--- src/core/ecd_pkg.sv ---
package ecd_pkg;

  // command indexes of the erase class
  localparam logic [5:0] CMD_GRP_START = 6'h23;
  localparam logic [5:0] CMD_GRP_END   = 6'h24;
  localparam logic [5:0] CMD_ERASE     = 6'h26;
  localparam logic [5:0] CMD_RSV_LO    = 6'h20;
  localparam logic [5:0] CMD_RSV_HI    = 6'h22;
  localparam logic [5:0] CMD_RSV_ALT   = 6'h25;

  // erase argument layout
  localparam int unsigned  ARG_TRIM_BIT    = 0;
  localparam int unsigned  ARG_DISCARD_BIT = 1;
  localparam int unsigned  ARG_GC_BIT      = 15;
  localparam int unsigned  ARG_SECURE_BIT  = 31;
  localparam logic [31:0]  ARG_ZERO_MASK   = 32'h7fff7ffc;

  // configuration byte 231 layout
  localparam int unsigned  CFG_SEC_EN_BIT = 0;
  localparam int unsigned  CFG_GC_EN_BIT  = 4;

  // byte address to 512-byte sector
  localparam int unsigned  SECTOR_SHIFT = 9;

  // register byte offsets
  localparam logic [7:0]   REG_CTRL   = 8'h00;
  localparam logic [7:0]   REG_CFG    = 8'h04;
  localparam logic [7:0]   REG_STATUS = 8'h08;
  localparam logic [7:0]   REG_MASK   = 8'h0c;
  localparam logic [7:0]   REG_FIRST  = 8'h10;
  localparam logic [7:0]   REG_LAST   = 8'h14;
  localparam logic [7:0]   REG_STATE  = 8'h18;
  localparam logic [7:0]   REG_ARG    = 8'h1c;
  localparam logic [7:0]   REG_COUNT  = 8'h20;

  // control fields and reset values
  localparam int unsigned  CTRL_HC_BIT   = 0;
  localparam int unsigned  CTRL_SH_LSB   = 4;
  localparam logic [3:0]   GRP_SHIFT_RST = 4'h0;
  localparam logic [7:0]   CFG_RST       = 8'h00;

  // sticky status bits
  localparam int unsigned  ST_W       = 4;
  localparam int unsigned  ST_DONE    = 0;
  localparam int unsigned  ST_ARG_ERR = 1;
  localparam int unsigned  ST_SEQ_ERR = 2;
  localparam int unsigned  ST_RSV_CMD = 3;

  typedef enum logic [1:0] {
    ECD_IDLE = 2'b00,
    ECD_BUSY = 2'b01
  } ecd_state_t;

  typedef enum logic [1:0] {
    ECD_OP_ERASE   = 2'h0,
    ECD_OP_TRIM    = 2'h1,
    ECD_OP_DISCARD = 2'h3
  } ecd_op_t;

endpackage : ecd_pkg

--- src/core/ecd_arg_decode.sv ---
`timescale 1ns/1ps
module ecd_arg_decode (
  // erase argument and enables
  input  wire logic [31:0]    arg,
  input  wire logic           gcAllowed,
  input  wire logic           secAllowed,
  // decoded operation
  output ecd_pkg::ecd_op_t    opKind,
  output logic                secure,
  output logic                forceGc,
  output logic                argErr
);

  logic trimBit;
  logic discBit;

  assign trimBit = arg[ecd_pkg::ARG_TRIM_BIT];
  assign discBit = arg[ecd_pkg::ARG_DISCARD_BIT];

  always_comb begin
    if (trimBit && discBit) begin
      opKind = ecd_pkg::ECD_OP_DISCARD;
    end else if (trimBit) begin
      opKind = ecd_pkg::ECD_OP_TRIM;
    end else begin
      opKind = ecd_pkg::ECD_OP_ERASE;
    end
  end

  // optional requests only honoured when enabled; never an error
  assign forceGc = arg[ecd_pkg::ARG_GC_BIT] & gcAllowed;
  assign secure  = arg[ecd_pkg::ARG_SECURE_BIT] & secAllowed;

  // must-be-zero fields or discard without trim are undefined
  assign argErr = (|(arg & ecd_pkg::ARG_ZERO_MASK)) | (discBit & ~trimBit);

endmodule : ecd_arg_decode

--- src/core/ecd_erase_decoder.sv ---
`timescale 1ns/1ps
// Overview of operation
// - commands 32 to 34 and 37 are reserved; they carry no erase meaning.
// - command 35 latches its argument as the first erase group address.
// - command 36 latches its argument as the last erase group address.
// - addresses are bytes for small media, 512-byte sectors for large media.
// - low address bits below the erase group size are ignored, rounding down.
// - command 38 erases the selected range and answers with a busy response.
// - all argument bits zero selects a plain erase of the erase groups.
// - bit 0 set with bit 1 clear selects trim of the sectors.
// - bits 0 and 1 both set select discard of the sectors.
// - setting bits 31 or 15 never raises an error.
// - any other argument combination reports an error.
// - forced garbage collect in bit 15 needs configuration bit 4 set.
// - secure request in bit 31 needs configuration bit 0 set.
module ecd_erase_decoder (
  // clock and reset
  input  wire logic           clk,
  input  wire logic           nrst,
  // wishbone slave
  input  wire logic [7:0]     adr_i,
  input  wire logic [31:0]    dat_i,
  input  wire logic [3:0]     sel_i,
  input  wire logic           we_i,
  input  wire logic           cyc_i,
  input  wire logic           stb_i,
  output logic      [31:0]    dat_o,
  output logic                ack_o,
  // interrupt
  output logic                irq,
  // command from the host link
  input  wire logic           cmdValid,
  input  wire logic [5:0]     cmdIndex,
  input  wire logic [31:0]    cmdArg,
  // response to the host link
  output logic                rspValid,
  output logic                rspBusy,
  output logic                rspArgErr,
  output logic                rspSeqErr,
  // request to the media back end
  output logic                opStart,
  output logic      [1:0]     opKind,
  output logic                opSecure,
  output logic                opForceGc,
  output logic      [31:0]    opFirst,
  output logic      [31:0]    opLast,
  input  wire logic           opDone
);

  typedef struct packed {
    ecd_pkg::ecd_state_t      state;
    logic                     highCap;
    logic [3:0]               grpShift;
    logic [7:0]               cfgByte;
    logic [ecd_pkg::ST_W-1:0] status;
    logic [ecd_pkg::ST_W-1:0] mask;
    logic [31:0]              firstAddr;
    logic [31:0]              lastAddr;
    logic                     firstValid;
    logic                     lastValid;
    logic [31:0]              lastArg;
    logic [15:0]              doneCount;
    logic                     ack;
    logic [31:0]              datO;
    logic                     irq;
    logic                     rspValid;
    logic                     rspBusy;
    logic                     rspArgErr;
    logic                     rspSeqErr;
    logic                     opStart;
    logic [1:0]               opKind;
    logic                     opSecure;
    logic                     opForceGc;
    logic [31:0]              opFirst;
    logic [31:0]              opLast;
  } ecd_core_t;

  ecd_core_t                  core_r;
  ecd_core_t                  core_nxt;

  // decoded erase argument
  ecd_pkg::ecd_op_t           decKind;
  logic                       decSecure;
  logic                       decForceGc;
  logic                       decArgErr;

  // bus access qualifiers
  logic                       busReq;
  logic                       busWr;
  logic [ecd_pkg::ST_W-1:0]   stSet;
  logic [ecd_pkg::ST_W-1:0]   stClr;
  logic [31:0]                grpAddr;
  logic                       rsvCmd;
  logic                       cmdIdle;
  logic                       isErase;
  logic                       rangeOk;
  logic [ecd_pkg::ST_W-1:0]   stNext;

  ecd_arg_decode u_arg_decode (
    .arg        (cmdArg),
    .gcAllowed  (core_r.cfgByte[ecd_pkg::CFG_GC_EN_BIT]),
    .secAllowed (core_r.cfgByte[ecd_pkg::CFG_SEC_EN_BIT]),
    .opKind     (decKind),
    .secure     (decSecure),
    .forceGc    (decForceGc),
    .argErr     (decArgErr)
  );

  // byte or sector address to group-aligned sector address
  function automatic logic [31:0] to_group(
    input logic [31:0] addr,
    input logic        hc,
    input logic [3:0]  sh
  );
    logic [31:0] sector;
    logic [31:0] keep;
    sector = hc ? addr : (addr >> ecd_pkg::SECTOR_SHIFT);
    keep   = ~((32'h1 << sh) - 32'h1);
    return sector & keep;
  endfunction : to_group

  assign busReq  = cyc_i & stb_i & ~core_r.ack;
  // a write lands on the edge at which the master sees ack
  assign busWr   = cyc_i & stb_i & we_i & core_r.ack;
  assign grpAddr = to_group(cmdArg, core_r.highCap, core_r.grpShift);

  // reserved indexes are recognised only to be refused
  assign rsvCmd = cmdValid &&
                  (((cmdIndex >= ecd_pkg::CMD_RSV_LO) && (cmdIndex <= ecd_pkg::CMD_RSV_HI)) ||
                   (cmdIndex == ecd_pkg::CMD_RSV_ALT));

  // range and erase commands are only taken while idle
  assign cmdIdle = cmdValid && !rsvCmd && (core_r.state == ecd_pkg::ECD_IDLE);
  assign isErase = cmdIdle && (cmdIndex == ecd_pkg::CMD_ERASE);
  assign rangeOk = core_r.firstValid && core_r.lastValid &&
                   (core_r.lastAddr >= core_r.firstAddr);

  // event strobes into the sticky status
  assign stSet[ecd_pkg::ST_DONE]    = (core_r.state == ecd_pkg::ECD_BUSY) && opDone;
  assign stSet[ecd_pkg::ST_ARG_ERR] = isErase && decArgErr;
  assign stSet[ecd_pkg::ST_SEQ_ERR] = isErase && !decArgErr && !rangeOk;
  assign stSet[ecd_pkg::ST_RSV_CMD] = rsvCmd;
  assign stClr = (busWr && sel_i[0] && (adr_i == ecd_pkg::REG_STATUS)) ?
                 dat_i[ecd_pkg::ST_W-1:0] : '0;

  // sticky status: a new event wins over a clear in the same cycle
  for (genvar b = 0; b < ecd_pkg::ST_W; b++) begin : g_status
    assign stNext[b] = stSet[b] | (core_r.status[b] & ~stClr[b]);
  end

  always_comb begin
    core_nxt = core_r;

    // one-cycle pulses
    core_nxt.rspValid  = 1'b0;
    core_nxt.opStart   = 1'b0;
    core_nxt.ack       = busReq;
    core_nxt.datO      = 32'h0;

    // command handling
    if (cmdIdle) begin
      case (cmdIndex)
        ecd_pkg::CMD_GRP_START: begin
          core_nxt.firstAddr  = grpAddr;
          core_nxt.firstValid = 1'b1;
          core_nxt.rspValid   = 1'b1;
          core_nxt.rspArgErr  = 1'b0;
          core_nxt.rspSeqErr  = 1'b0;
        end
        ecd_pkg::CMD_GRP_END: begin
          core_nxt.lastAddr  = grpAddr;
          core_nxt.lastValid = 1'b1;
          core_nxt.rspValid  = 1'b1;
          core_nxt.rspArgErr = 1'b0;
          core_nxt.rspSeqErr = 1'b0;
        end
        ecd_pkg::CMD_ERASE: begin
          core_nxt.lastArg    = cmdArg;
          core_nxt.rspValid   = 1'b1;
          core_nxt.firstValid = 1'b0;
          core_nxt.lastValid  = 1'b0;
          core_nxt.rspArgErr  = decArgErr;
          core_nxt.rspSeqErr  = 1'b0;
          if (decArgErr) begin
            core_nxt.opStart = 1'b0;
          end else if (!rangeOk) begin
            core_nxt.rspSeqErr = 1'b1;
          end else begin
            core_nxt.opStart   = 1'b1;
            core_nxt.opKind    = decKind;
            core_nxt.opSecure  = decSecure;
            core_nxt.opForceGc = decForceGc;
            core_nxt.opFirst   = core_r.firstAddr;
            core_nxt.opLast    = core_r.lastAddr;
            core_nxt.rspBusy   = 1'b1;
            core_nxt.state     = ecd_pkg::ECD_BUSY;
          end
        end
        default: begin
        end
      endcase
    end

    // busy holds until the back end finishes
    case (core_r.state)
      ecd_pkg::ECD_IDLE: begin
      end
      ecd_pkg::ECD_BUSY: begin
        if (opDone) begin
          core_nxt.rspBusy   = 1'b0;
          core_nxt.state     = ecd_pkg::ECD_IDLE;
          core_nxt.doneCount = core_r.doneCount + 16'h1;
        end
      end
      default: begin
        core_nxt.state   = ecd_pkg::ECD_IDLE;
        core_nxt.rspBusy = 1'b0;
      end
    endcase

    // register writes
    if (busWr && sel_i[0]) begin
      case (adr_i)
        ecd_pkg::REG_CTRL: begin
          core_nxt.highCap  = dat_i[ecd_pkg::CTRL_HC_BIT];
          core_nxt.grpShift = dat_i[ecd_pkg::CTRL_SH_LSB +: 4];
        end
        ecd_pkg::REG_CFG: begin
          core_nxt.cfgByte = dat_i[7:0];
        end
        ecd_pkg::REG_MASK: begin
          core_nxt.mask = dat_i[ecd_pkg::ST_W-1:0];
        end
        default: begin
        end
      endcase
    end

    // register reads
    if (busReq && !we_i) begin
      case (adr_i)
        ecd_pkg::REG_CTRL: begin
          core_nxt.datO[ecd_pkg::CTRL_HC_BIT]     = core_r.highCap;
          core_nxt.datO[ecd_pkg::CTRL_SH_LSB +: 4] = core_r.grpShift;
        end
        ecd_pkg::REG_CFG: begin
          core_nxt.datO[7:0] = core_r.cfgByte;
        end
        ecd_pkg::REG_STATUS: begin
          core_nxt.datO[ecd_pkg::ST_W-1:0] = core_r.status;
        end
        ecd_pkg::REG_MASK: begin
          core_nxt.datO[ecd_pkg::ST_W-1:0] = core_r.mask;
        end
        ecd_pkg::REG_FIRST: begin
          core_nxt.datO = core_r.firstAddr;
        end
        ecd_pkg::REG_LAST: begin
          core_nxt.datO = core_r.lastAddr;
        end
        ecd_pkg::REG_STATE: begin
          core_nxt.datO[0] = (core_r.state == ecd_pkg::ECD_BUSY);
          core_nxt.datO[1] = core_r.firstValid;
          core_nxt.datO[2] = core_r.lastValid;
        end
        ecd_pkg::REG_ARG: begin
          core_nxt.datO = core_r.lastArg;
        end
        ecd_pkg::REG_COUNT: begin
          core_nxt.datO[15:0] = core_r.doneCount;
        end
        default: begin
        end
      endcase
    end

    // sticky status and level interrupt
    core_nxt.status = stNext;
    core_nxt.irq    = |(core_nxt.status & core_nxt.mask);
  end

  always_ff @(posedge clk or negedge nrst) begin
    if (!nrst) begin
      core_r            <= '0;
      core_r.state      <= ecd_pkg::ECD_IDLE;
      core_r.grpShift   <= ecd_pkg::GRP_SHIFT_RST;
      core_r.cfgByte    <= ecd_pkg::CFG_RST;
      core_r.opKind     <= ecd_pkg::ECD_OP_ERASE;
    end else begin
      core_r <= core_nxt;
    end
  end

  assign dat_o     = core_r.datO;
  assign ack_o     = core_r.ack;
  assign irq       = core_r.irq;
  assign rspValid  = core_r.rspValid;
  assign rspBusy   = core_r.rspBusy;
  assign rspArgErr = core_r.rspArgErr;
  assign rspSeqErr = core_r.rspSeqErr;
  assign opStart   = core_r.opStart;
  assign opKind    = core_r.opKind;
  assign opSecure  = core_r.opSecure;
  assign opForceGc = core_r.opForceGc;
  assign opFirst   = core_r.opFirst;
  assign opLast    = core_r.opLast;

endmodule : ecd_erase_decoder

--- config.mk ---
export PLATFORM = sky130hd
export DESIGN_NAME = ecd_erase_decoder
export DESIGN_NICKNAME = d
export VERILOG_FILES = /design/src/core/ecd_pkg.sv /design/src/core/ecd_arg_decode.sv /design/src/core/ecd_erase_decoder.sv
export SDC_FILE = /design/constraint.sdc
export NUM_CORES = 1
export LEC_CHECK = 0
export ABC_AREA = 1
export BUFFER_PORTS_ARGS = -buffer_cell sky130_fd_sc_hd__buf_2
export CORE_UTILIZATION = 40
export CTS_CLUSTER_SIZE = 25
export DETAILED_ROUTE_END_ITERATION = 7
export MAX_ROUTING_LAYER = met4
export SLEW_MARGIN = 20
export SYNTH_ARGS = -nofsm -noshare
export SYNTH_HDL_FRONTEND = slang
export SYNTH_HIERARCHICAL = 1
export SYNTH_SLANG_ARGS = --single-unit
--- constraint.sdc ---
create_clock -name clk -period 2.4 [get_ports clk]
set_input_delay 0.48 -clock clk [delete_from_list [all_inputs] [get_ports clk]]
set_output_delay 0.48 -clock clk [all_outputs]
set_load 0.01 [all_outputs]
Word-level counts from Yosys, hierarchy flattened

Cells that the tools add are included.

$add $sub $neg: 2
Multipliers: 0
Div/mod/pow operators: 0
$lt $le $gt $ge: 3
Equal/unequal tests: 13
Shifts and indexed selects: 1
Mux-type cells: 35
Bitwise logic cells: 26
Reductions and logical operators: 39

Operators by type and width:

| kind                                                                  | number |
|---|---|
| 69-bit 2-to-1 mux                                                     | 2 |
| 73-bit 2-to-1 mux                                                     | 1 |
| 68-bit 2-to-1 mux                                                     | 1 |
| 32-bit 2-to-1 mux                                                     | 2 |
| 16-bit one-hot mux with 3 select lines                                | 1 |
| 32-bit bitwise AND                                                    | 1 |
| 8-bit by 5-bit == test with 1-bit output (second input constant)      | 4 |
| 32-bit >= comparator                                                  | 1 |
| 32-bit NOT                                                            | 1 |
| 8-bit one-hot mux with 4 select lines                                 | 1 |
| 1-bit by 4-bit left shift with 32-bit output (first input constant)   | 1 |
| 32-bit by 1-bit subtractor with 32-bit output (second input constant) | 1 |
| 28-bit OR reduction                                                   | 1 |
| 6-bit == test (second input constant)                                 | 4 |
| 4-bit one-hot mux with 6 select lines                                 | 1 |
| 2-bit AND reduction                                                   | 9 |
| 16-bit by 1-bit adder with 16-bit output (second input constant)      | 1 |
| 8-bit by 4-bit == test with 1-bit output (second input constant)      | 2 |
| 2-bit one-hot mux with 8 select lines                                 | 1 |
| 1-bit logical AND                                                     | 15 |
| 2-bit 2-to-1 mux                                                      | 6 |
| 4-bit 2-to-1 mux                                                      | 3 |
| 1-bit bitwise AND                                                     | 11 |
| 1-bit 2-to-1 mux                                                      | 9 |
| 21 further kinds                                                      | 39 |

Flip-flop bits (word level): 244
Bits in latches: 0
Memory bits (writable): 0
Bits in read-only memories: 0
Input port bits: 89
Output and inout port bits: 107
Word-level logic and storage cells: 144
Memories kept: 0

Longest topological paths before layout

Depth in word-level cells: 13
Gate-level depth with buffers: 18
Gate-level depth less buffers: 18

Cells and area by module

The synthesis kept the hierarchy.

By module, submodules not included:

| module            | times used | cells each | area an instance (um2) | sequential area each (um2) |
|---|---|---|---|---|
| ecd_erase_decoder | 1          | 1,440      | 12,071.6               | 6,105.9 |
| ecd_arg_decode    | 1          | 56         | 214.0                  | 0.0 |

Worst setup path before layout

No wires, ideal clock.

Kind: register to register
Start point: reg core_r[172] (netlist name)
End point: reg core_r (netlist bit opFirst[28])
Setup time: 0.118 ns
Arrival time: 1.738 ns
Required time: 2.282 ns
Path slack: 0.544 ns
Cell stages (with the launch flop): 15
Buffers on the path: 2
Clock period less this slack: 1.856 ns
Cells stage by stage: dfrtp_1 ha_1 nand2_1 nor2_1 nand2_1 nor2_1 nor2_1 nand2_1 nand2_1 nand2_1 nand3_4 buf_6 buf_6 nand2_1 o21ai_2

Cells in the longest elaborated chain, start to end: 3

Ends and longest elaborated chain:

| element                       | RTL line                 | RTL |
|---|---|---|
| start, declared               | ecd_erase_decoder.sv:78  | `ecd_core_t core_r;` |
| start signal, assigned        | ecd_erase_decoder.sv:290 | `core_r <= core_nxt;` |
| 32-bit >= comparator          | ecd_erase_decoder.sv:136 | `(core_r.lastAddr >= core_r.firstAddr);` |
| 1-bit logical AND             | ecd_erase_decoder.sv:135 | `assign rangeOk = core_r.firstValid && core_r.lastValid &&` |
| 4-bit AND reduction (no line) | -                        |  |

No other way between the ends.
A chain may end at the register's enable or synchronous reset.

Final worst setup path

Start point: reg core_r[217] (netlist name)
End point: reg core_r (netlist bit opLast[18])

The elaborated chain is that of the path after synthesis.

==> metrics.yaml <==
run_status:
  status: "complete, no violations"
yosys:
  synth_top_area_share: 0.497
  ys_types: 43
  syn_area_per_cell_um2: 8.21
  ys_ff_latch: 244
  synth_nets: 1620
  netlist_area_mm2: 0.0123
  syn_inst: 1496
  synth_top_area_cell: "dfrtp_1"
  ys_seq_area_frac: 0.497
  ys_warn_count: 6
  synth_area_leaders: "dfrtp_1, nand2_1, inv_1"
critical_path:
  cp_top_family: "simple AND/OR/NAND/NOR gates"
  crit_slowest_cell: "dfrtp_1"
  reg2reg_slack_ns: 0.13
  r2r-end: "opLast[18]$_DFFE_PN0P_"
  path_cells: "inv_1, ha_1, nand2_1, nor2_2, nand4_1, a21oi_2, nor2_1, nand2_2, nand3_4, clkbuf_16, clkbuf_16, nand2_1, o21ai_0"
  r2r_start: "core_r[217]$_DFFE_PN0P_"
  worstPathArrival_ns: 2.69
  cp.required_ns: 2.82
  critPathMaxFanout: 20
  end_kind: "flip-flop"
  path_class: "reg -> reg"
  critPathBufInv: 3
  crit_path_start_kind: "flip-flop"
  r2r_cells: 13
  critPathMaxStageDelay_ns: 0.35
timing:
  drv_slew: 0
  finalHoldViolations: 0
  finalSetupViolations: 0
  clock.fmax_ghz: 0.441
  fin_skew_ns: 0.0122
  fin_ws_ns: 0.134
  slew_headroom: 0.653
  finalCritPeriodShare: 0.944
  worst_pin_slew_ns: 0.515
  fin_tns_setup_ns: 0
  min_period_ns: 2.27
place:
  port_buffers: 168
  place_ws_ns: -0.00932
  globalplace.congestion: 0.981
  placed_area_mm2: 0.0131
  dpl.hpwl_um: 24100
detailed_routing:
  wire_per_inst_um: 16.4
  drc_errors: 0
  routed_wirelength_um: 33100
  viasPerCell: 4.89
  vias: 9847
  route.antenna.remaining_nets: 0
  first_pass_iters: 5
  drtIter0Drc: 683
clock_tree:
  root_buffer: "clkbuf_16"
  numCtsBuffers: 28
  clk-insertion-delay-late_ns: 0.54
  cts.sinks: 244
  clk_path_buf_depth: 3
  cts_tree: "done"
  cts_max_level: 1
  path_clk_slew_ns: 0.06
finish:
  diodes: 0
  nNetsFinal: 1727
  stdcell_area_mm2: 0.0143
  mostFrequentLayoutCells: "nand2_1, dfrtp_1, inv_1, buf_2, o21ai_0"
  layout_commonest_cell: "nand2_1"
  areaGrowthSynthToFinish_pct: 16.1
  drive_gt1_frac: 0.185
  final_util: 0.476
global_routing:
  grt-ovfl-total: 0
  grt_max_degree: 61
  grt_use_total: 0.215
  grt_pass1_wl_um: 51000
  grt_pass1_vias: 9300
  grt_antenna_before_repair: 0
pwr:
  p_leak_uw: 0.00758
  max-vdd-ir-drop_uv: 523
  p_per_area_mw_per_mm2: 669
floorplan:
  rows: 63
  start_util: 0.410
  core_area_mm2: 0.0300
  die_w_um: 177
  io_pins: 196
  die_h_um: 177
  dieArea_mm2: 0.0314
min_path:
  hold_start: "opDone"
  hold_path.class: "in -> reg"
  hold_depth: 2
  hold_end: "core_r[242]$_DFF_PN0_"
run:
  cap_violations: 0
[how the worst max path moves through the flow]
stage | startpoint | end | slack [ns] | cells after the start
2_1_floorplan | core_r[172]$_DFFE_PN0P_ | opFirst[28]$_DFFE_PN0P_ | 0.54 | 14
3_3_place_gp | core_r[220]$_DFFE_PN0P_ | opKind[1]$_DFFE_PN0P_ | -0.02 | 13
3_5_place_dp | core_r[220]$_DFFE_PN0P_ | opKind[1]$_DFFE_PN0P_ | -0.009 | 13
4_1_cts | core_r[220]$_DFFE_PN0P_ | opLast[4]$_DFFE_PN0P_ | 0.02 | 12
5_1_grt | core_r[200]$_DFFE_PN0P_ | opKind[1]$_DFFE_PN0P_ | -0.003 | 18
6_report | core_r[217]$_DFFE_PN0P_ | opLast[18]$_DFFE_PN0P_ | 0.13 | 13
[layer usage]
layer | global-route usage | wire (um) | vias up
met4 | 0.0452 | 579 | 0
met5 | - | 0 | -
met2 | 0.332 | 15000 | 295
met1 | 0.306 | 15800 | 4638
li1 | - | - | 4870
met3 | 0.0238 | 1680 | 44
[synthesized netlist by cell type]
master	count
nand3_4	1
clkinv_1	2
a21oi_1	30
nand4_1	7
o21ai_1	36
or2_2	1
nor2_1	79
clkbuf_1	34
nand2_1	402
dfrtp_1	244
a32o_1	1
o21a_1	2
inv_1	215
xnor2_1	4
a21o_1	2
buf_1	2
nor2_2	4
conb_1	1
buf_6	6
nor3_4	1
o221ai_1	13
and2_2	1
a211oi_1	5
inv_2	1
xor2_1	10
nand3_1	25
or2_1	1
a221oi_1	12
o21ai_0	161
o21ai_2	5
ha_1	35
o2bb2ai_1	1
nand2_4	1
o211ai_1	1
nor3_1	14
buf_2	11
a21boi_0	1
nor4_1	5
and2_1	1
nor2_4	1
o22ai_1	15
a31oi_1	3
buf_4	99
[state kept, by name (all words and copies together) (netlist names)]
register / count
rspSeqErr: 1
core_r: 137
opStart: 1
opForceGc: 1
opKind: 2
rspArgErr: 1
opLast: 32
opSecure: 1
ack_o: 1
irq: 1
opFirst: 32
rspBusy: 1
rspValid: 1
dat_o: 32
[final cells by class]
cell class	instances	area [um2]
clock buffers	40	806
clock inverters	12	149
fillers	3043	15700
inverters	218	818
multi-input cells	882	4380
flip-flops and latches	244	6110
well taps	390	488
repair buffers	229	1510
[where the power goes]
| part | switching [uW] | internal, uW |
|---|---|---|
| sequential | 81.8 | 4250 |
| combinational | 549 | 289 |
| clock | 1720 | 2650 |
[cell families after synthesis]
family / share of synthesized area
AO/OA/AOI/OAI: 0.131
XOR/XNOR: 0.00998
adder cells (fa/ha/maj): 0.0356
buffers and inverters: 0.148
flip-flops: 0.497
other: 0.000305
AND/OR/NAND/NOR: 0.178
[what timing repair did]
action                                  4_1_cts  5_1_grt
resized for setup                             3       12
cloned                                        0        3
pin swaps                                     2        3
setup buffers                                 2        3
hold buffers                                  1        0
hold endpoints to repair                     51        0
endpoints found under the setup margin        8       71
[metrics by stage]
stage | hold slack [ns] | cells | power, uW
detailed placement | 0.457 | 1954 | 5210
floorplan | 0.184 | 1496 | 4820
finish | 0.186 | 2015 | 9540
global placement | 0.457 | 1954 | 5200
CTS | 0.160 | 2009 | 9630
global route | 0.181 | 2015 | 9960
Power figures use the tool's default switching activity.
